$ cat src/lineif_pkg.sv
// Purpose: shared constants for the four-channel line control and alarm block
// Assumes: clk_sys at 40 MHz, register bus with 32-bit data
// Notes: offsets are byte addresses, one register per aligned word
package lineif_pkg;

    localparam int CH_N = 4;
    localparam int ADDR_W = 8;
    localparam int DATA_W = 32;
    localparam int CLK_PERIOD_NS = 25;

    // register offsets
    localparam logic [ADDR_W-1:0] REG_CTRL = 8'h00;
    localparam logic [ADDR_W-1:0] REG_STATUS = 8'h04;
    localparam logic [ADDR_W-1:0] REG_INT_STAT = 8'h08;
    localparam logic [ADDR_W-1:0] REG_INT_MASK = 8'h0C;

    // control fields, one bit per channel
    localparam int CTRL_ONES_LSB = 0;
    localparam int CTRL_E3_LSB = 4;
    localparam int CTRL_STS1_LSB = 8;

    // status and interrupt fields, one bit per channel, except the single host mode status bit
    localparam int STAT_DRIVE_LSB = 0;
    localparam int STAT_LOS_LSB = 4;
    localparam int STAT_LOL_LSB = 8;
    localparam int STAT_HOST_BIT = 12;
    localparam int EVT_W = 12;

    // reset values
    localparam logic [DATA_W-1:0] CTRL_RST = 32'h0000_0000;
    localparam logic [EVT_W-1:0] INT_MASK_RST = 12'h000;

    // drive monitor: transmit clock periods without a mark
    localparam int DRIVE_MON_PERIODS = 128;
    localparam int DRIVE_MON_TOL = 32;
    localparam int DRIVE_CNT_W = 8;

    // lock check: reference window and tolerance in parts per thousand
    localparam int LOL_WINDOW = 1024;
    localparam int LOL_TOL_PERMILLE = 5;
    localparam int LOL_TOL_COUNT = LOL_WINDOW * LOL_TOL_PERMILLE / 1000;
    localparam int LOL_CNT_W = 12;

    // signal loss: clk_sys cycles without a received mark, per rate
    localparam int LOS_E3_CYCLES = 400;
    localparam int LOS_DS3_CYCLES = 700;
    localparam int LOS_CNT_W = 12;

    typedef enum logic [1:0] {
        RATE_DS3 = 2'b00,
        RATE_STS1 = 2'b01,
        RATE_E3 = 2'b10
    } rate_t;

endpackage

$ cat src/lineif_lock_check.sv
// Purpose: one channel's loss-of-lock detector
// Assumes: both clock levels sampled as synchronous inputs of clk_sys
// Notes: counts recovered edges across a fixed window of reference edges
`timescale 1ns/1ps
module lineif_lock_check
    import lineif_pkg::*;
#(
    parameter int WINDOW = LOL_WINDOW,
    parameter int TOL = LOL_TOL_COUNT
) (
    input wire logic clk_sys,
    input wire logic sys_rst,
    input wire logic refClock,
    input wire logic recClock,
    output logic lockLoss
);

    logic refPrev_ff, nxt_refPrev;
    logic recPrev_ff, nxt_recPrev;
    logic [LOL_CNT_W-1:0] refCnt_ff, nxt_refCnt;
    logic [LOL_CNT_W-1:0] recCnt_ff, nxt_recCnt;
    logic lockLoss_ff, nxt_lockLoss;
    logic refEdge, recEdge;
    logic [LOL_CNT_W-1:0] recTotal, diff;

    // window counters and verdict at window close
    always_comb begin
        refEdge = refClock & ~refPrev_ff;
        recEdge = recClock & ~recPrev_ff;
        nxt_refPrev = refClock;
        nxt_recPrev = recClock;
        nxt_lockLoss = lockLoss_ff;
        recTotal = recCnt_ff + LOL_CNT_W'(recEdge);
        if (recTotal > LOL_CNT_W'(WINDOW)) begin
            diff = recTotal - LOL_CNT_W'(WINDOW);
        end else begin
            diff = LOL_CNT_W'(WINDOW) - recTotal;
        end
        nxt_refCnt = refCnt_ff + LOL_CNT_W'(refEdge);
        nxt_recCnt = recTotal;
        if (refEdge && refCnt_ff == LOL_CNT_W'(WINDOW - 1)) begin
            nxt_lockLoss = (diff > LOL_CNT_W'(TOL));
            nxt_refCnt = '0;
            nxt_recCnt = '0;
        end
    end

    always_ff @(posedge clk_sys) begin
        if (sys_rst) begin
            refPrev_ff <= 1'b0;
            recPrev_ff <= 1'b0;
            refCnt_ff <= '0;
            recCnt_ff <= '0;
            lockLoss_ff <= 1'b0;
        end else begin
            refPrev_ff <= nxt_refPrev;
            recPrev_ff <= nxt_recPrev;
            refCnt_ff <= nxt_refCnt;
            recCnt_ff <= nxt_recCnt;
            lockLoss_ff <= nxt_lockLoss;
        end
    end

    assign lockLoss = lockLoss_ff;

endmodule // lineif_lock_check

$ cat src/lineif_mode_alarm_ctrl.sv
// Purpose: mode select, drive monitor, forced ones and receive alarms, four channels
// Assumes: all pins synchronous to clk_sys; clocks arrive as sampled levels
// Notes: registers on a plain strobe port, read data one cycle after the strobe
//
// Our own choices: the address-and-strobe port and the register addresses.
`timescale 1ns/1ps
module lineif_mode_alarm_ctrl
    import lineif_pkg::*;
#(
    parameter int CHANNELS = CH_N,
    parameter int DRIVE_LIMIT = DRIVE_MON_PERIODS,
    parameter int LOS_E3_LIMIT = LOS_E3_CYCLES,
    parameter int LOS_DS3_LIMIT = LOS_DS3_CYCLES
) (
    input wire logic clk_sys,
    input wire logic sys_rst,
    input wire logic cfgSourceSelect,
    output logic serialIfEnable,
    input wire logic [CHANNELS-1:0] txClock,
    input wire logic [CHANNELS-1:0] referenceClock,
    input wire logic [CHANNELS-1:0] recoveredClock,
    input wire logic [CHANNELS-1:0] txDataPos,
    input wire logic [CHANNELS-1:0] txDataNeg,
    input wire logic [CHANNELS-1:0] rxMarkPos,
    input wire logic [CHANNELS-1:0] rxMarkNeg,
    input wire logic [CHANNELS-1:0] monitorTipIn,
    input wire logic [CHANNELS-1:0] monitorRingIn,
    input wire logic [CHANNELS-1:0] forceOnesSelect,
    input wire logic [CHANNELS-1:0] e3RateSelect,
    input wire logic [CHANNELS-1:0] sts1Ds3RateSelect,
    output logic [CHANNELS-1:0] lineOutTip,
    output logic [CHANNELS-1:0] lineOutRing,
    output logic [CHANNELS-1:0] driveFailFlag,
    output logic [CHANNELS-1:0] rxSignalLossFlag,
    output logic [CHANNELS-1:0] rxLockLossFlag,
    output logic [2*CHANNELS-1:0] rateMode,
    input wire logic [ADDR_W-1:0] regAddr,
    input wire logic [DATA_W-1:0] regWrData,
    input wire logic regWrEn,
    input wire logic regRdEn,
    output logic [DATA_W-1:0] regRdData,
    output logic irq
);

    // register state
    logic [DATA_W-1:0] ctrl_ff, nxt_ctrl;
    logic [EVT_W-1:0] intStat_ff, nxt_intStat;
    logic [EVT_W-1:0] intMask_ff, nxt_intMask;
    logic [DATA_W-1:0] rdData_ff, nxt_rdData;

    // channel state
    logic [CHANNELS-1:0] txPrev_ff, nxt_txPrev;
    logic [CHANNELS-1:0] onesPol_ff, nxt_onesPol;
    logic [CHANNELS-1:0] tip_ff, nxt_tip;
    logic [CHANNELS-1:0] ring_ff, nxt_ring;
    logic [CHANNELS-1:0] drive_ff, nxt_drive;
    logic [CHANNELS-1:0] los_ff, nxt_los;
    logic [DRIVE_CNT_W-1:0] driveCnt_ff [CHANNELS];
    logic [DRIVE_CNT_W-1:0] nxt_driveCnt [CHANNELS];
    logic [LOS_CNT_W-1:0] losCnt_ff [CHANNELS];
    logic [LOS_CNT_W-1:0] nxt_losCnt [CHANNELS];
    logic [CHANNELS-1:0] lockLoss;
    logic [CHANNELS-1:0] txEdge;
    logic [CHANNELS-1:0] monMark;
    logic [CHANNELS-1:0] rxMark;
    logic [EVT_W-1:0] flagsNow_ff, nxt_flagsNow;

    // effective configuration
    logic hostMode;
    logic [CHANNELS-1:0] onesEff, e3Eff, sts1Eff;
    rate_t rate [CHANNELS];

    // mode select and per-channel rate
    always_comb begin
        hostMode = cfgSourceSelect;
        for (int i = 0; i < CHANNELS; i++) begin
            if (hostMode) begin
                onesEff[i] = ctrl_ff[CTRL_ONES_LSB + i];
                e3Eff[i] = ctrl_ff[CTRL_E3_LSB + i];
                sts1Eff[i] = ctrl_ff[CTRL_STS1_LSB + i];
            end else begin
                onesEff[i] = forceOnesSelect[i];
                e3Eff[i] = e3RateSelect[i];
                sts1Eff[i] = sts1Ds3RateSelect[i];
            end
            if (e3Eff[i]) begin
                rate[i] = RATE_E3;
            end else if (sts1Eff[i]) begin
                rate[i] = RATE_STS1;
            end else begin
                rate[i] = RATE_DS3;
            end
            rateMode[2*i +: 2] = rate[i];
        end
    end

    assign serialIfEnable = hostMode;

    // sampled clock rising edges, one per channel
    assign txEdge = txClock & ~txPrev_ff;

    // a mark on either monitor tap proves the driver works
    assign monMark = monitorTipIn | monitorRingIn;

    // a received mark on either rail
    assign rxMark = rxMarkPos | rxMarkNeg;

    // line marks: forced alternating marks or user data
    // polarity starts low, so the first forced mark goes out on ring
    always_comb begin
        nxt_txPrev = txClock;
        nxt_onesPol = onesPol_ff;
        nxt_tip = tip_ff;
        nxt_ring = ring_ff;
        for (int i = 0; i < CHANNELS; i++) begin
            if (txEdge[i]) begin
                if (onesEff[i]) begin
                    nxt_tip[i] = onesPol_ff[i];
                    nxt_ring[i] = ~onesPol_ff[i];
                    nxt_onesPol[i] = ~onesPol_ff[i];
                end else begin
                    nxt_tip[i] = txDataPos[i];
                    nxt_ring[i] = txDataNeg[i];
                end
            end
        end
    end

    // line mark registers
    always_ff @(posedge clk_sys) begin
        if (sys_rst) begin
            txPrev_ff <= '0;
            onesPol_ff <= '0;
            tip_ff <= '0;
            ring_ff <= '0;
        end else begin
            txPrev_ff <= nxt_txPrev;
            onesPol_ff <= nxt_onesPol;
            tip_ff <= nxt_tip;
            ring_ff <= nxt_ring;
        end
    end

    // drive monitor, any monitor mark restarts the count
    // count saturates at the limit so the flag cannot wrap back low
    always_comb begin
        nxt_drive = drive_ff;
        for (int i = 0; i < CHANNELS; i++) begin
            nxt_driveCnt[i] = driveCnt_ff[i];
            if (txEdge[i] && driveCnt_ff[i] < DRIVE_CNT_W'(DRIVE_LIMIT)) begin
                nxt_driveCnt[i] = driveCnt_ff[i] + 1'b1;
            end
            if (driveCnt_ff[i] >= DRIVE_CNT_W'(DRIVE_LIMIT)) begin
                nxt_drive[i] = 1'b1;
            end
            if (monMark[i]) begin
                nxt_driveCnt[i] = '0;
                nxt_drive[i] = 1'b0;
            end
        end
    end

    // drive monitor registers
    always_ff @(posedge clk_sys) begin
        if (sys_rst) begin
            drive_ff <= '0;
            for (int i = 0; i < CHANNELS; i++) begin
                driveCnt_ff[i] <= '0;
            end
        end else begin
            drive_ff <= nxt_drive;
            for (int i = 0; i < CHANNELS; i++) begin
                driveCnt_ff[i] <= nxt_driveCnt[i];
            end
        end
    end

    // signal loss: quiet cycles against the limit of the rate
    // counter saturates at all ones; a mark clears the flag next edge
    always_comb begin
        nxt_los = los_ff;
        for (int i = 0; i < CHANNELS; i++) begin
            nxt_losCnt[i] = losCnt_ff[i];
            if (rxMark[i]) begin
                nxt_losCnt[i] = '0;
                nxt_los[i] = 1'b0;
            end else begin
                if (losCnt_ff[i] != '1) begin
                    nxt_losCnt[i] = losCnt_ff[i] + 1'b1;
                end
                if (rate[i] == RATE_E3) begin
                    nxt_los[i] = los_ff[i] | (losCnt_ff[i] >= LOS_CNT_W'(LOS_E3_LIMIT));
                end else begin
                    nxt_los[i] = los_ff[i] | (losCnt_ff[i] >= LOS_CNT_W'(LOS_DS3_LIMIT));
                end
            end
        end
    end

    // signal loss registers
    always_ff @(posedge clk_sys) begin
        if (sys_rst) begin
            los_ff <= '0;
            for (int i = 0; i < CHANNELS; i++) begin
                losCnt_ff[i] <= '0;
            end
        end else begin
            los_ff <= nxt_los;
            for (int i = 0; i < CHANNELS; i++) begin
                losCnt_ff[i] <= nxt_losCnt[i];
            end
        end
    end

    // one lock checker per channel
    genvar g;
    generate
        for (g = 0; g < CHANNELS; g++) begin : gen_lock
            lineif_lock_check u_lock (
                .clk_sys(clk_sys),
                .sys_rst(sys_rst),
                .refClock(referenceClock[g]),
                .recClock(recoveredClock[g]),
                .lockLoss(lockLoss[g])
            );
        end
    endgenerate

    assign lineOutTip = tip_ff;
    assign lineOutRing = ring_ff;
    assign driveFailFlag = drive_ff;
    assign rxSignalLossFlag = los_ff;
    assign rxLockLossFlag = lockLoss;

    // register writes, sticky events with set winning over clear
    always_comb begin
        nxt_ctrl = ctrl_ff;
        nxt_intMask = intMask_ff;
        nxt_flagsNow = '0;
        nxt_flagsNow[STAT_DRIVE_LSB +: CH_N] = drive_ff[CH_N-1:0];
        nxt_flagsNow[STAT_LOS_LSB +: CH_N] = los_ff[CH_N-1:0];
        nxt_flagsNow[STAT_LOL_LSB +: CH_N] = lockLoss[CH_N-1:0];
        nxt_intStat = intStat_ff;
        if (regWrEn) begin
            if (regAddr == REG_CTRL) begin
                nxt_ctrl = regWrData;
            end
            if (regAddr == REG_INT_MASK) begin
                nxt_intMask = regWrData[EVT_W-1:0];
            end
            if (regAddr == REG_INT_STAT) begin
                nxt_intStat = intStat_ff & ~regWrData[EVT_W-1:0];
            end
        end
        nxt_intStat = nxt_intStat | (nxt_flagsNow & ~flagsNow_ff);
    end

    // register reads, answered in the next cycle
    always_comb begin
        nxt_rdData = '0;
        if (regRdEn) begin
            unique case (regAddr)
                REG_CTRL: nxt_rdData = ctrl_ff;
                REG_STATUS: begin
                    nxt_rdData[EVT_W-1:0] = flagsNow_ff;
                    nxt_rdData[STAT_HOST_BIT] = hostMode;
                end
                REG_INT_STAT: nxt_rdData[EVT_W-1:0] = intStat_ff;
                REG_INT_MASK: nxt_rdData[EVT_W-1:0] = intMask_ff;
                default: nxt_rdData = '0; // unmapped reads as zero
            endcase
        end
    end

    always_ff @(posedge clk_sys) begin
        if (sys_rst) begin
            ctrl_ff <= CTRL_RST;
            intStat_ff <= '0;
            intMask_ff <= INT_MASK_RST;
            rdData_ff <= '0;
            flagsNow_ff <= '0;
        end else begin
            ctrl_ff <= nxt_ctrl;
            intStat_ff <= nxt_intStat;
            intMask_ff <= nxt_intMask;
            rdData_ff <= nxt_rdData;
            flagsNow_ff <= nxt_flagsNow;
        end
    end

    assign regRdData = rdData_ff;
    assign irq = |(intStat_ff & intMask_ff); // level interrupt

endmodule // lineif_mode_alarm_ctrl

$ cat config.mk
export PLATFORM = sky130hd
export DESIGN_NAME = lineif_mode_alarm_ctrl
export DESIGN_NICKNAME = d
export VERILOG_FILES = /design/src/lineif_pkg.sv /design/src/lineif_lock_check.sv /design/src/lineif_mode_alarm_ctrl.sv
export SDC_FILE = /design/constraint.sdc
export NUM_CORES = 1
export LEC_CHECK = 0
export BUFFER_PORTS_ARGS = -buffer_cell sky130_fd_sc_hd__buf_4
export CORE_ASPECT_RATIO = 1.5
export CORE_MARGIN = 2
export CORE_UTILIZATION = 45
export DETAILED_ROUTE_END_ITERATION = 7
export PLACE_DENSITY = 0.66
export SLEW_MARGIN = 20
export SYNTH_ARGS = -nofsm -noshare
export SYNTH_HDL_FRONTEND = slang
export SYNTH_HIERARCHICAL = 1
export SYNTH_SLANG_ARGS = --single-unit
$ cat constraint.sdc
create_clock -name clk_sys -period 3.2 [get_ports clk_sys]
set_clock_uncertainty 0.2 [all_clocks]
set_input_delay 0.16 -clock clk_sys [delete_from_list [all_inputs] [get_ports clk_sys]]
set_output_delay 0.16 -clock clk_sys [all_outputs]
set_load 0.01 [all_outputs]
==> results of run 1 <==
[critical path, cell delays in order, from the launching register on]
cell,delay (ps)
dfxtp_1,290
nor2b_1,120
ha_2,220
ha_2,280
inv_1,80
ha_2,170
or4b_4,470
o31ai_4,80
buf_4,160
and2_4,150
o211ai_1,100
a22o_1,300
a41o_1,210
o31a_1,230
[final timing paths]
kind	start	end	slack (ps)
max	gen_lock[2].u_lock/recPrev_ff$_SDFF_PP0_	gen_lock[2].u_lock/lockLoss$_SDFFE_PP0P_	40
min	recoveredClock[1]	gen_lock[1].u_lock/recCnt_ff[0]$_SDFF_PP0_	50
max reg2reg	gen_lock[2].u_lock/recPrev_ff$_SDFF_PP0_	gen_lock[2].u_lock/lockLoss$_SDFFE_PP0P_	40
min reg2reg	ctrl_ff[29]$_SDFFE_PP0P_	regRdData[29]$_SDFF_PP0_	250
[per-stage QoR]
stage          setup slack [ps]  hold slack (ps)  std cells  TNS, ps
4_1_cts                    10.9            0.722       2422        0
6_report                   44.9             47.3       2431        0
2_1_floorplan               100             31.6       1705        0
3_5_place_dp              -48.4              185       2263    -73.1
3_3_place_gp               11.2              180       2263        0
5_1_grt                   -43.8             65.8       2430    -90.6
[cell type report]
class | count | area, sq um
diodes | 1 | 2.50
clock buffers | 45 | 963
clock inverters | 16 | 196
fillers | 2899 | 14000
inverters | 61 | 229
multi-input cells | 1258 | 8450
flip-flops and latches | 312 | 6250
well taps | 420 | 526
repair buffers | 318 | 2660
[registers in the layout, summed over array words and instances (netlist names)]
register and flops:
gen_lock.u_lock/refPrev_ff 4, driveFailFlag 4, intMask_ff 12, regRdData 32, driveCnt_ff 32, gen_lock.u_lock/refCnt_ff 48, losCnt_ff 48, gen_lock.u_lock/recPrev_ff 4
onesPol_ff 4, rxSignalLossFlag 4, gen_lock.u_lock/recCnt_ff 48, lineOutTip 4, intStat_ff 12, lineOutRing 4, gen_lock.u_lock/lockLoss 4, ctrl_ff 32
txPrev_ff 4, flagsNow_ff 12
[synth_stat cells (all sizes together), types with 12 or more instances]
| library cell | n |
|---|---|
| a2111oi | 15 |
| a211oi | 21 |
| a21oi | 83 |
| a31oi | 15 |
| and2 | 43 |
| and3 | 45 |
| and4 | 15 |
| buf | 33 |
| clkbuf | 41 |
| dfxtp | 312 |
| ha | 44 |
| inv | 61 |
| mux2i | 26 |
| mux4 | 12 |
| nand2 | 147 |
| nand2b | 17 |
| nand3 | 82 |
| nand4 | 38 |
| nor2 | 210 |
| nor2b | 53 |
| nor3 | 34 |
| o21ai | 41 |
| or3 | 26 |
| xnor2 | 41 |
| xor2 | 102 |
[logic make-up after synthesis]
logic type      count (synthesis)  share of synthesized area [%]
xor+xnor                      143                           8.47
simple gates                  765                           26.4
mux                            46                           4.10
buf+inv                       135                           4.36
flops                         312                           41.2
compound gates                260                           11.8
fa+ha+maj                      44                           3.64
[placed cells by master, fill, tap and decap left out, drive strengths merged, types with 15 or more instances in the layout]
cell type / count
a2111oi: 15
a211oi: 21
a21oi: 83
a31oi: 15
and2: 43
and3: 45
and4: 15
buf: 220
clkbuf: 45
dfxtp: 312
dlygate4sd3: 97
ha: 44
inv: 62
mux2i: 26
nand2: 147
nand2b: 17
nand3: 82
nand4: 38
nor2: 210
nor2b: 53
nor3: 34
o21ai: 41
or3: 26
xnor2: 41
xor2: 102
[what timing repair did]
action,4_1_cts,5_1_grt
setup buffers,0,8
gates resized for setup,1,54
hold endpoints to repair,172,0
pin swaps,1,21
hold buffers,98,0
endpoints found under the setup margin,1,4
[metal layers]
layer  share of wire [%]  vias to the layer above  wire length, microns
met5                   0                        -                     0
met4                 2.7                        0                  1010
met3                 4.1                       72                  1540
met2                  52                      275                 19700
met1                  41                     6155                 15300
li1                    -                     6506                     -
[power groups by stage]
stage          combinational [uW]  sequential [uW]  clock, uW
2_1_floorplan                 402             4040          0
3_3_place_gp                  656             4040          0
3_5_place_dp                  669             4040          0
4_1_cts                       761             3960       4180
5_1_grt                       903             3960       4330
6_report                      823             3960       4050
==> impl_metrics.toml, run 1 <==
[detailed_routing]
routed_via_density = 5.35
antenna_left = 0
vias = 13000
wl_microns = 37600
dr.first_iter.drc_count = 576
wl_per_cell_microns = 15.5
drc = 0
first_pass_iters = 5

[synth]
synth_seq_cells = 312
ys_async_sr_fraction_pct = 0
synth_top_area_cell = "dfxtp_1"
yosys_warnings = 6
synth_nets = 1842
netlist_instances = 1705
seq_area_frac_synth_pct = 41.2
ys_top_cells_by_area = "dfxtp_1 (41%), xor2_1 (5.7%), nor2_1 (5.2%)"
synth_top_flop_cell = "dfxtp_1"
syn_avg_cell_area_sq_um = 8.88
synth_edf_count = 0
synth_top_cell_area_share_pct = 41.2
synth_cell_types = 76
syn-cell-area_sq_mm = 0.0151

[clock_network]
cts_tree = "yes"
cts-root-buf = "clkbuf_16"
numCtsBuffers = 34
clock_latency_ps = 520
clockBufferDepth = 3
cts_sinks = 312
cts-htree-levels = 2
clkTransAtPathRegs_ps = 60

[power]
swShare_pct = 22.8
intPower_uw = 6810
vdd_ir_drop_max_mv = 0.399
power_frac_seq_pct = 44.8
power_uw = 8830
p_comb_share_pct = 9.3
pwr-share-clk_pct = 45.8
p_sw_uw = 2010
leakage_uw = 0.00767
power_density_mw_per_mm2 = 458

[layout]
postLayoutCoreUtil_pct = 58.0
drive_above_1_share_pct = 20.0
final_net_count = 2122
area_growth_pct = 27.2
design_area_sq_mm = 0.0193

[global_route]
grt_max_degree = 41
grt_pass1_vias = 12700
grt_pass1_wl_microns = 61400
track_usage_pct = 20.6
grtUsageMet3_pct = 3.39
met1_usage_pct = 22.9
top_usage_layer = "met2"
grt.met2_usage_pct = 39.3
antenna_found_initial = 1
grt_overflow = 0

[placed_design]
portBuffers = 154
dpl.hpwl_microns = 26500
gp_congestion = 0.892
post_dp_cell_area_sq_mm = 0.0169

[sta]
drv_slew = 0
hold_viol = 0
rsz0062_at_grt = "yes"
fmax_mhz = 317
period_share_pct = 98.6
relSlewSlack_pct = 42.5
final-setup-viol-count = 0
period_needed_ps = 3160
max_slew.worst_pin.slew_ps = 856

[worst_hold_path]
hold_path_depth = 5
worst_hold_path_type = "in2reg"

[setup_path]
arrival_ps = 3370
rr_worst_depth = 13
worstPathRequired_ps = 3410
worst-setup-path-type = "reg2reg"
cp_max_fo = 4
end_kind = "flip-flop"
cp-start-kind = "flip-flop"

[floorplan]
start_util_pct = 45.6
die_y_microns = 229
fp-row-count = 82
io_pins = 155
die-area_sq_mm = 0.0352
die_w_microns = 154
fp.coreArea_sq_mm = 0.0332

[run_status]
status = "finished, final reports clean"

[run]
maxCapViolations = 0
(Power assumes the default switching activity.)
==> run 2, diff against run 1 <==
--- a/config.mk
+++ b/config.mk
@@ -11,6 +11,7 @@
 export CORE_UTILIZATION = 45
 export DETAILED_ROUTE_END_ITERATION = 7
 export PLACE_DENSITY = 0.66
+export REMOVE_ABC_BUFFERS = 1
 export SLEW_MARGIN = 20
 export SYNTH_ARGS = -nofsm -noshare
 export SYNTH_HDL_FRONTEND = slang
==> impl_metrics.toml, run 2 (synthesis gave the netlist of run 1 again) <==
[sta]
max_slew.worst_pin.slew_ps = 845
period_needed_ps = 3140
fmax_mhz = 318
relSlewSlack_pct = 43.2
drv_slew = 0
hold_viol = 0
rsz0062_at_grt = "yes"
final-setup-viol-count = 0
period_share_pct = 98.2

[power]
power_density_mw_per_mm2 = 439
leakage_uw = 0.00769
p_sw_uw = 2000
intPower_uw = 6520
pwr-share-clk_pct = 43.3
power_frac_seq_pct = 46.5
vdd_ir_drop_max_mv = 0.364
swShare_pct = 23.5
p_comb_share_pct = 10.2

[global_route]
track_usage_pct = 20.9
grt_pass1_vias = 13100
grt_pass1_wl_microns = 62700
grt_max_degree = 50
grt_overflow = 0
antenna_found_initial = 1

[setup_path]
max_stage_delay_ps = 480
worstPathRequired_ps = 3460
crit_top_cell = "ha_4"
path_cells = "nor2b_1, ha_2, ha_4, inv_2, ha_4, or4b_4, o31ai_4, nand2_2, a211oi_4, o21ai_1, a22o_1, a41o_1, o31a_1"
cp_max_fo = 5
crit_slowest_cell = "or4b_4"
rr_worst_depth = 13
worst-setup-path-type = "reg2reg"
end_kind = "flip-flop"
arrival_ps = 3400
cp-start-kind = "flip-flop"

[detailed_routing]
first_pass_iters = 6
wl_per_cell_microns = 15.6
routed_via_density = 5.40
dr.first_iter.drc_count = 609
wl_microns = 38200
antenna_left = 0
vias = 13200
drc = 0

[clock_network]
numCtsBuffers = 31
cts-root-buf = "clkbuf_16"
cts_sinks = 312
clock_latency_ps = 570
clockBufferDepth = 3
clkTransAtPathRegs_ps = 60
cts_tree = "yes"
cts-htree-levels = 1

[layout]
layout_commonest_cell = "dfxtp_1"
antenna_cells = 0
final_net_count = 2136
area_growth_pct = 28.1
final_cell_mix = "dfxtp_1 (311), buf_4 (220), nor2_1 (208), nand2_1 (144), dlygate4sd3_1 (112)"
reg_top3 = "gen_lock.u_lock/recCnt_ff x48, gen_lock.u_lock/refCnt_ff x48, losCnt_ff x48"
layout.cells.non_filler = 2443
postLayoutCoreUtil_pct = 58.4
fillers = 2937
drive_above_1_share_pct = 20.4

[floorplan]
start_util_pct = 45.6
io_pins = 155
die_y_microns = 229
die-area_sq_mm = 0.0352
fp.coreArea_sq_mm = 0.0332
fp-row-count = 82
die_w_microns = 154

[placed_design]
dpl.hpwl_microns = 25900
portBuffers = 154
gp_congestion = 0.869
placed_cells = 2260

[worst_hold_path]
hold_path_depth = 5
worst_hold_path_type = "in2reg"

[run]
maxCapViolations = 0

[run_status]
status = "finished, final reports clean"
run 2: cell count changes in the layout (fill, tap and decap cells not counted), moves of 3 or more:
cell,before,now
and2_4,9,12
ha_4,3,7
ha_1,33,30
clkbuf_16,35,31
buf_6,0,3
clkinvlp_4,5,2
clkbuf_8,5,8
dlygate4sd3_1,97,112
run 2: worst paths after layout:
check / startpoint / endpoint / slack [ps]
min: forceOnesSelect[1] / onesPol_ff[1]$_SDFFE_PP0P_ / 40
max: gen_lock[3].u_lock/recPrev_ff$_SDFF_PP0_ / gen_lock[3].u_lock/lockLoss$_SDFFE_PP0P_ / 60
max reg2reg: gen_lock[3].u_lock/recPrev_ff$_SDFF_PP0_ / gen_lock[3].u_lock/lockLoss$_SDFFE_PP0P_ / 60
min reg2reg: ctrl_ff[29]$_SDFFE_PP0P_ / ctrl_ff[29]$_SDFFE_PP0P_ / 250
run 2: worst max-delay path, delay by kind of cell, from the launching register on:
family | cells | cell delay [ps]
compound gates | 6 | 1130
fa+ha+maj | 3 | 600
buf+inv | 1 | 70
flops | 1 | 300
simple gates | 3 | 710
run 2: layout make-up:
class | instances | area [sq um] | share of cell area, %
Clock buffer | 45 | 908 | 4.68
Clock inverter | 12 | 123 | 0.632
Inverter | 61 | 231 | 1.19
Multi-Input combinational cell | 1258 | 8560 | 44.1
Sequential cell | 312 | 6250 | 32.2
Tap cell | 420 | 526 | 2.71
Timing Repair Buffer | 335 | 2810 | 14.5
run 2: what timing repair did:
| item | CTS | global route |
|---|---|---|
| pin swaps | 2 | 29 |
| resized for setup | 2 | 79 |
| hold endpoints to repair | 189 | 0 |
| endpoints found under the setup margin | 3 | 4 |
| hold buffers | 112 | 0 |
| buffers inserted | 0 | 15 |
run 2: power by group through the flow:
stage / logic (uW) / clock network, uW / registers, uW
5_1_grt: 954 / 3930 / 3960
3_5_place_dp: 658 / 0 / 4040
2_1_floorplan: 367 / 0 / 4040
6_report: 872 / 3690 / 3960
4_1_cts: 765 / 3780 / 3960
3_3_place_gp: 649 / 0 / 4040
run 2: layer usage:
metal	GRT usage, %	vias up	routed length, microns
li1	-	6541	-
met1	23.7	6241	15600
met2	40.0	327	20000
met3	2.58	73	1550
met4	6.54	2	959
met5	0	-	11
run 2: metrics by stage:
| step | setup slack, ps | area [sq um] | hold WS, ps | setup TNS [ps] | power, uW |
|---|---|---|---|---|---|
| final | 59.0 | 19400 | 43.8 | 0 | 8520 |
| after detailed placement | -36.1 | 16800 | 186 | -75.7 | 4700 |
| after CTS | 6.24 | 19000 | 9.94 | 0 | 8500 |
| after global routing | -45.4 | 19400 | 75.3 | -107 | 8850 |
| after floorplan | 81.6 | 14700 | 29.1 | 0 | 4410 |
| after global placement | 38.7 | 16800 | 178 | 0 | 4690 |
==> run 3, diff against run 2 <==
--- a/config.mk
+++ b/config.mk
@@ -10,7 +10,7 @@
 export CORE_MARGIN = 2
 export CORE_UTILIZATION = 45
 export DETAILED_ROUTE_END_ITERATION = 7
-export PLACE_DENSITY = 0.66
+export PLACE_DENSITY_LB_ADDON = 0.3
 export REMOVE_ABC_BUFFERS = 1
 export SLEW_MARGIN = 20
 export SYNTH_ARGS = -nofsm -noshare
==> impl_metrics.toml, run 3 (synthesis gave the netlist of run 1 again) <==
[sta]
worst_slack_ps = 30.4
drv_slew = 0
period_needed_ps = 3170
final-setup-viol-count = 0
period_share_pct = 99.0
relSlewSlack_pct = 47.2
hold_viol = 0
fin_setup_tns_ps = 0
fmax_mhz = 316
max_slew.worst_pin.slew_ps = 787

[layout]
layout_commonest_cell = "dfxtp_1"
area_growth_pct = 28.2
final_net_count = 2143
reg_top3 = "gen_lock.u_lock/recCnt_ff x48, gen_lock.u_lock/refCnt_ff x48, losCnt_ff x48"
drive_above_1_share_pct = 20.1
postLayoutCoreUtil_pct = 58.4
final_cell_mix = "dfxtp_1 (311), buf_4 (221), nor2_1 (210), nand2_1 (144), dlygate4sd3_1 (121)"
antenna_cells = 0
layout.cells.non_filler = 2448

[setup_path]
worst-setup-path-type = "in2reg"
arrival_ps = 3480
worstPathRequired_ps = 3510
cp-start-kind = "primary input"
end_kind = "flip-flop"
cp_max_fo = 6

[global_route]
track_usage_pct = 20.6
grt_overflow = 0
grt_pass1_vias = 13000
grt_max_degree = 57
antenna_found_initial = 1
grt_pass1_wl_microns = 61700

[clock_network]
clockBufferDepth = 3
clock_latency_ps = 560
cts_sinks = 312
cts-root-buf = "clkbuf_16"
clkTransAtPathRegs_ps = 70
cts_tree = "yes"
numCtsBuffers = 30
cts-htree-levels = 1

[detailed_routing]
wl_microns = 37900
wl_per_cell_microns = 15.5
dr.first_iter.drc_count = 640
routed_via_density = 5.43
drc = 0
vias = 13300
first_pass_iters = 5
antenna_left = 0

[floorplan]
die_y_microns = 229
die-area_sq_mm = 0.0352
io_pins = 155
fp.coreArea_sq_mm = 0.0332
start_util_pct = 45.6
fp-row-count = 82
die_w_microns = 154

[run]
maxCapViolations = 0

[power]
power_density_mw_per_mm2 = 438
leakage_uw = 0.00776
vdd_ir_drop_max_mv = 0.381
power_uw = 8500

[placed_design]
portBuffers = 154
gp_congestion = 0.936
placed_cells = 2263
place_ws_ps = -88.8
dpl.hpwl_microns = 26100

[worst_hold_path]
worst_hold_path_type = "in2reg"

[run_status]
status = "finished, final reports clean"
run 3: cell count changes in the layout (fill, tap and decap cells not counted), moves of 3 or more:
cell,delta
dlygate4sd3_1,+9
buf_6,-3
clkbuf_1,-5
and2_2,+3
and2_4,-3
clkinv_2,+4
clkbuf_8,-5
run 3: metal layers:
metal	GRT usage (%)	share of wire [%]
met5	0	0.029
met2	38.9	52
met3	2.62	4.4
met4	7.20	2.8
met1	23.5	41
run 3: path summary, 6_finish.rpt:
path	start	endpoint	slack (ps)	cells past startpoint
worst max-delay path	regAddr[6]	ctrl_ff[7]$_SDFFE_PP0P_	30	9
worst min-delay path	regAddr[5]	intMask_ff[4]$_SDFFE_PP0P_	90	6
worst max register to register	gen_lock[2].u_lock/recPrev_ff$_SDFF_PP0_	gen_lock[2].u_lock/lockLoss$_SDFFE_PP0P_	70	14
worst min register to register	ctrl_ff[25]$_SDFFE_PP0P_	regRdData[25]$_SDFF_PP0_	250	1
run 3: layout make-up:
| type | count | area [sq um] |
|---|---|---|
| multi-input cells | 1258 | 8490 |
| inverters | 61 | 229 |
| clock buffers | 35 | 821 |
| repair buffers | 343 | 2890 |
| flip-flops and latches | 312 | 6250 |
| well taps | 420 | 526 |
| clock inverters | 19 | 210 |
| fillers | 2894 | 13800 |
run 3: repair_timing:
action / 4_1_cts / 5_1_grt
hold buffers: 121 / 0
resized for setup: 0 / 63
setup buffers: 0 / 10
pin swaps: 1 / 24
hold endpoints to repair: 190 / 0
gates cloned: 0 / 0
endpoints found under the setup margin: 1 / 4
run 3: power breakdown:
| part | internal [uW] | switching [uW] | leakage [uW] |
|---|---|---|---|
| clock network | 2150 | 1530 | 0.000509 |
| logic | 454 | 401 | 0.00473 |
| registers | 3930 | 31.2 | 0.00252 |
run 3: worst max-delay path, stage by stage:
cell and delay [ps]:
dlygate4sd3_1 530, buf_4 130, nor2_1 360, dlygate4sd3_1 640, and3_1 320, nand2_1 80
dlygate4sd3_1 560, a21oi_1 120, dlygate4sd3_1 560
run 3: per-stage QoR:
stage / instance area [sq um] / hold WS, ps
after floorplan: 14700 / 29.1
after global placement: 16800 / 176
after detailed placement: 16800 / 186
after CTS: 19100 / 28.0
after global routing: 19400 / 119
final: 19400 / 94.8
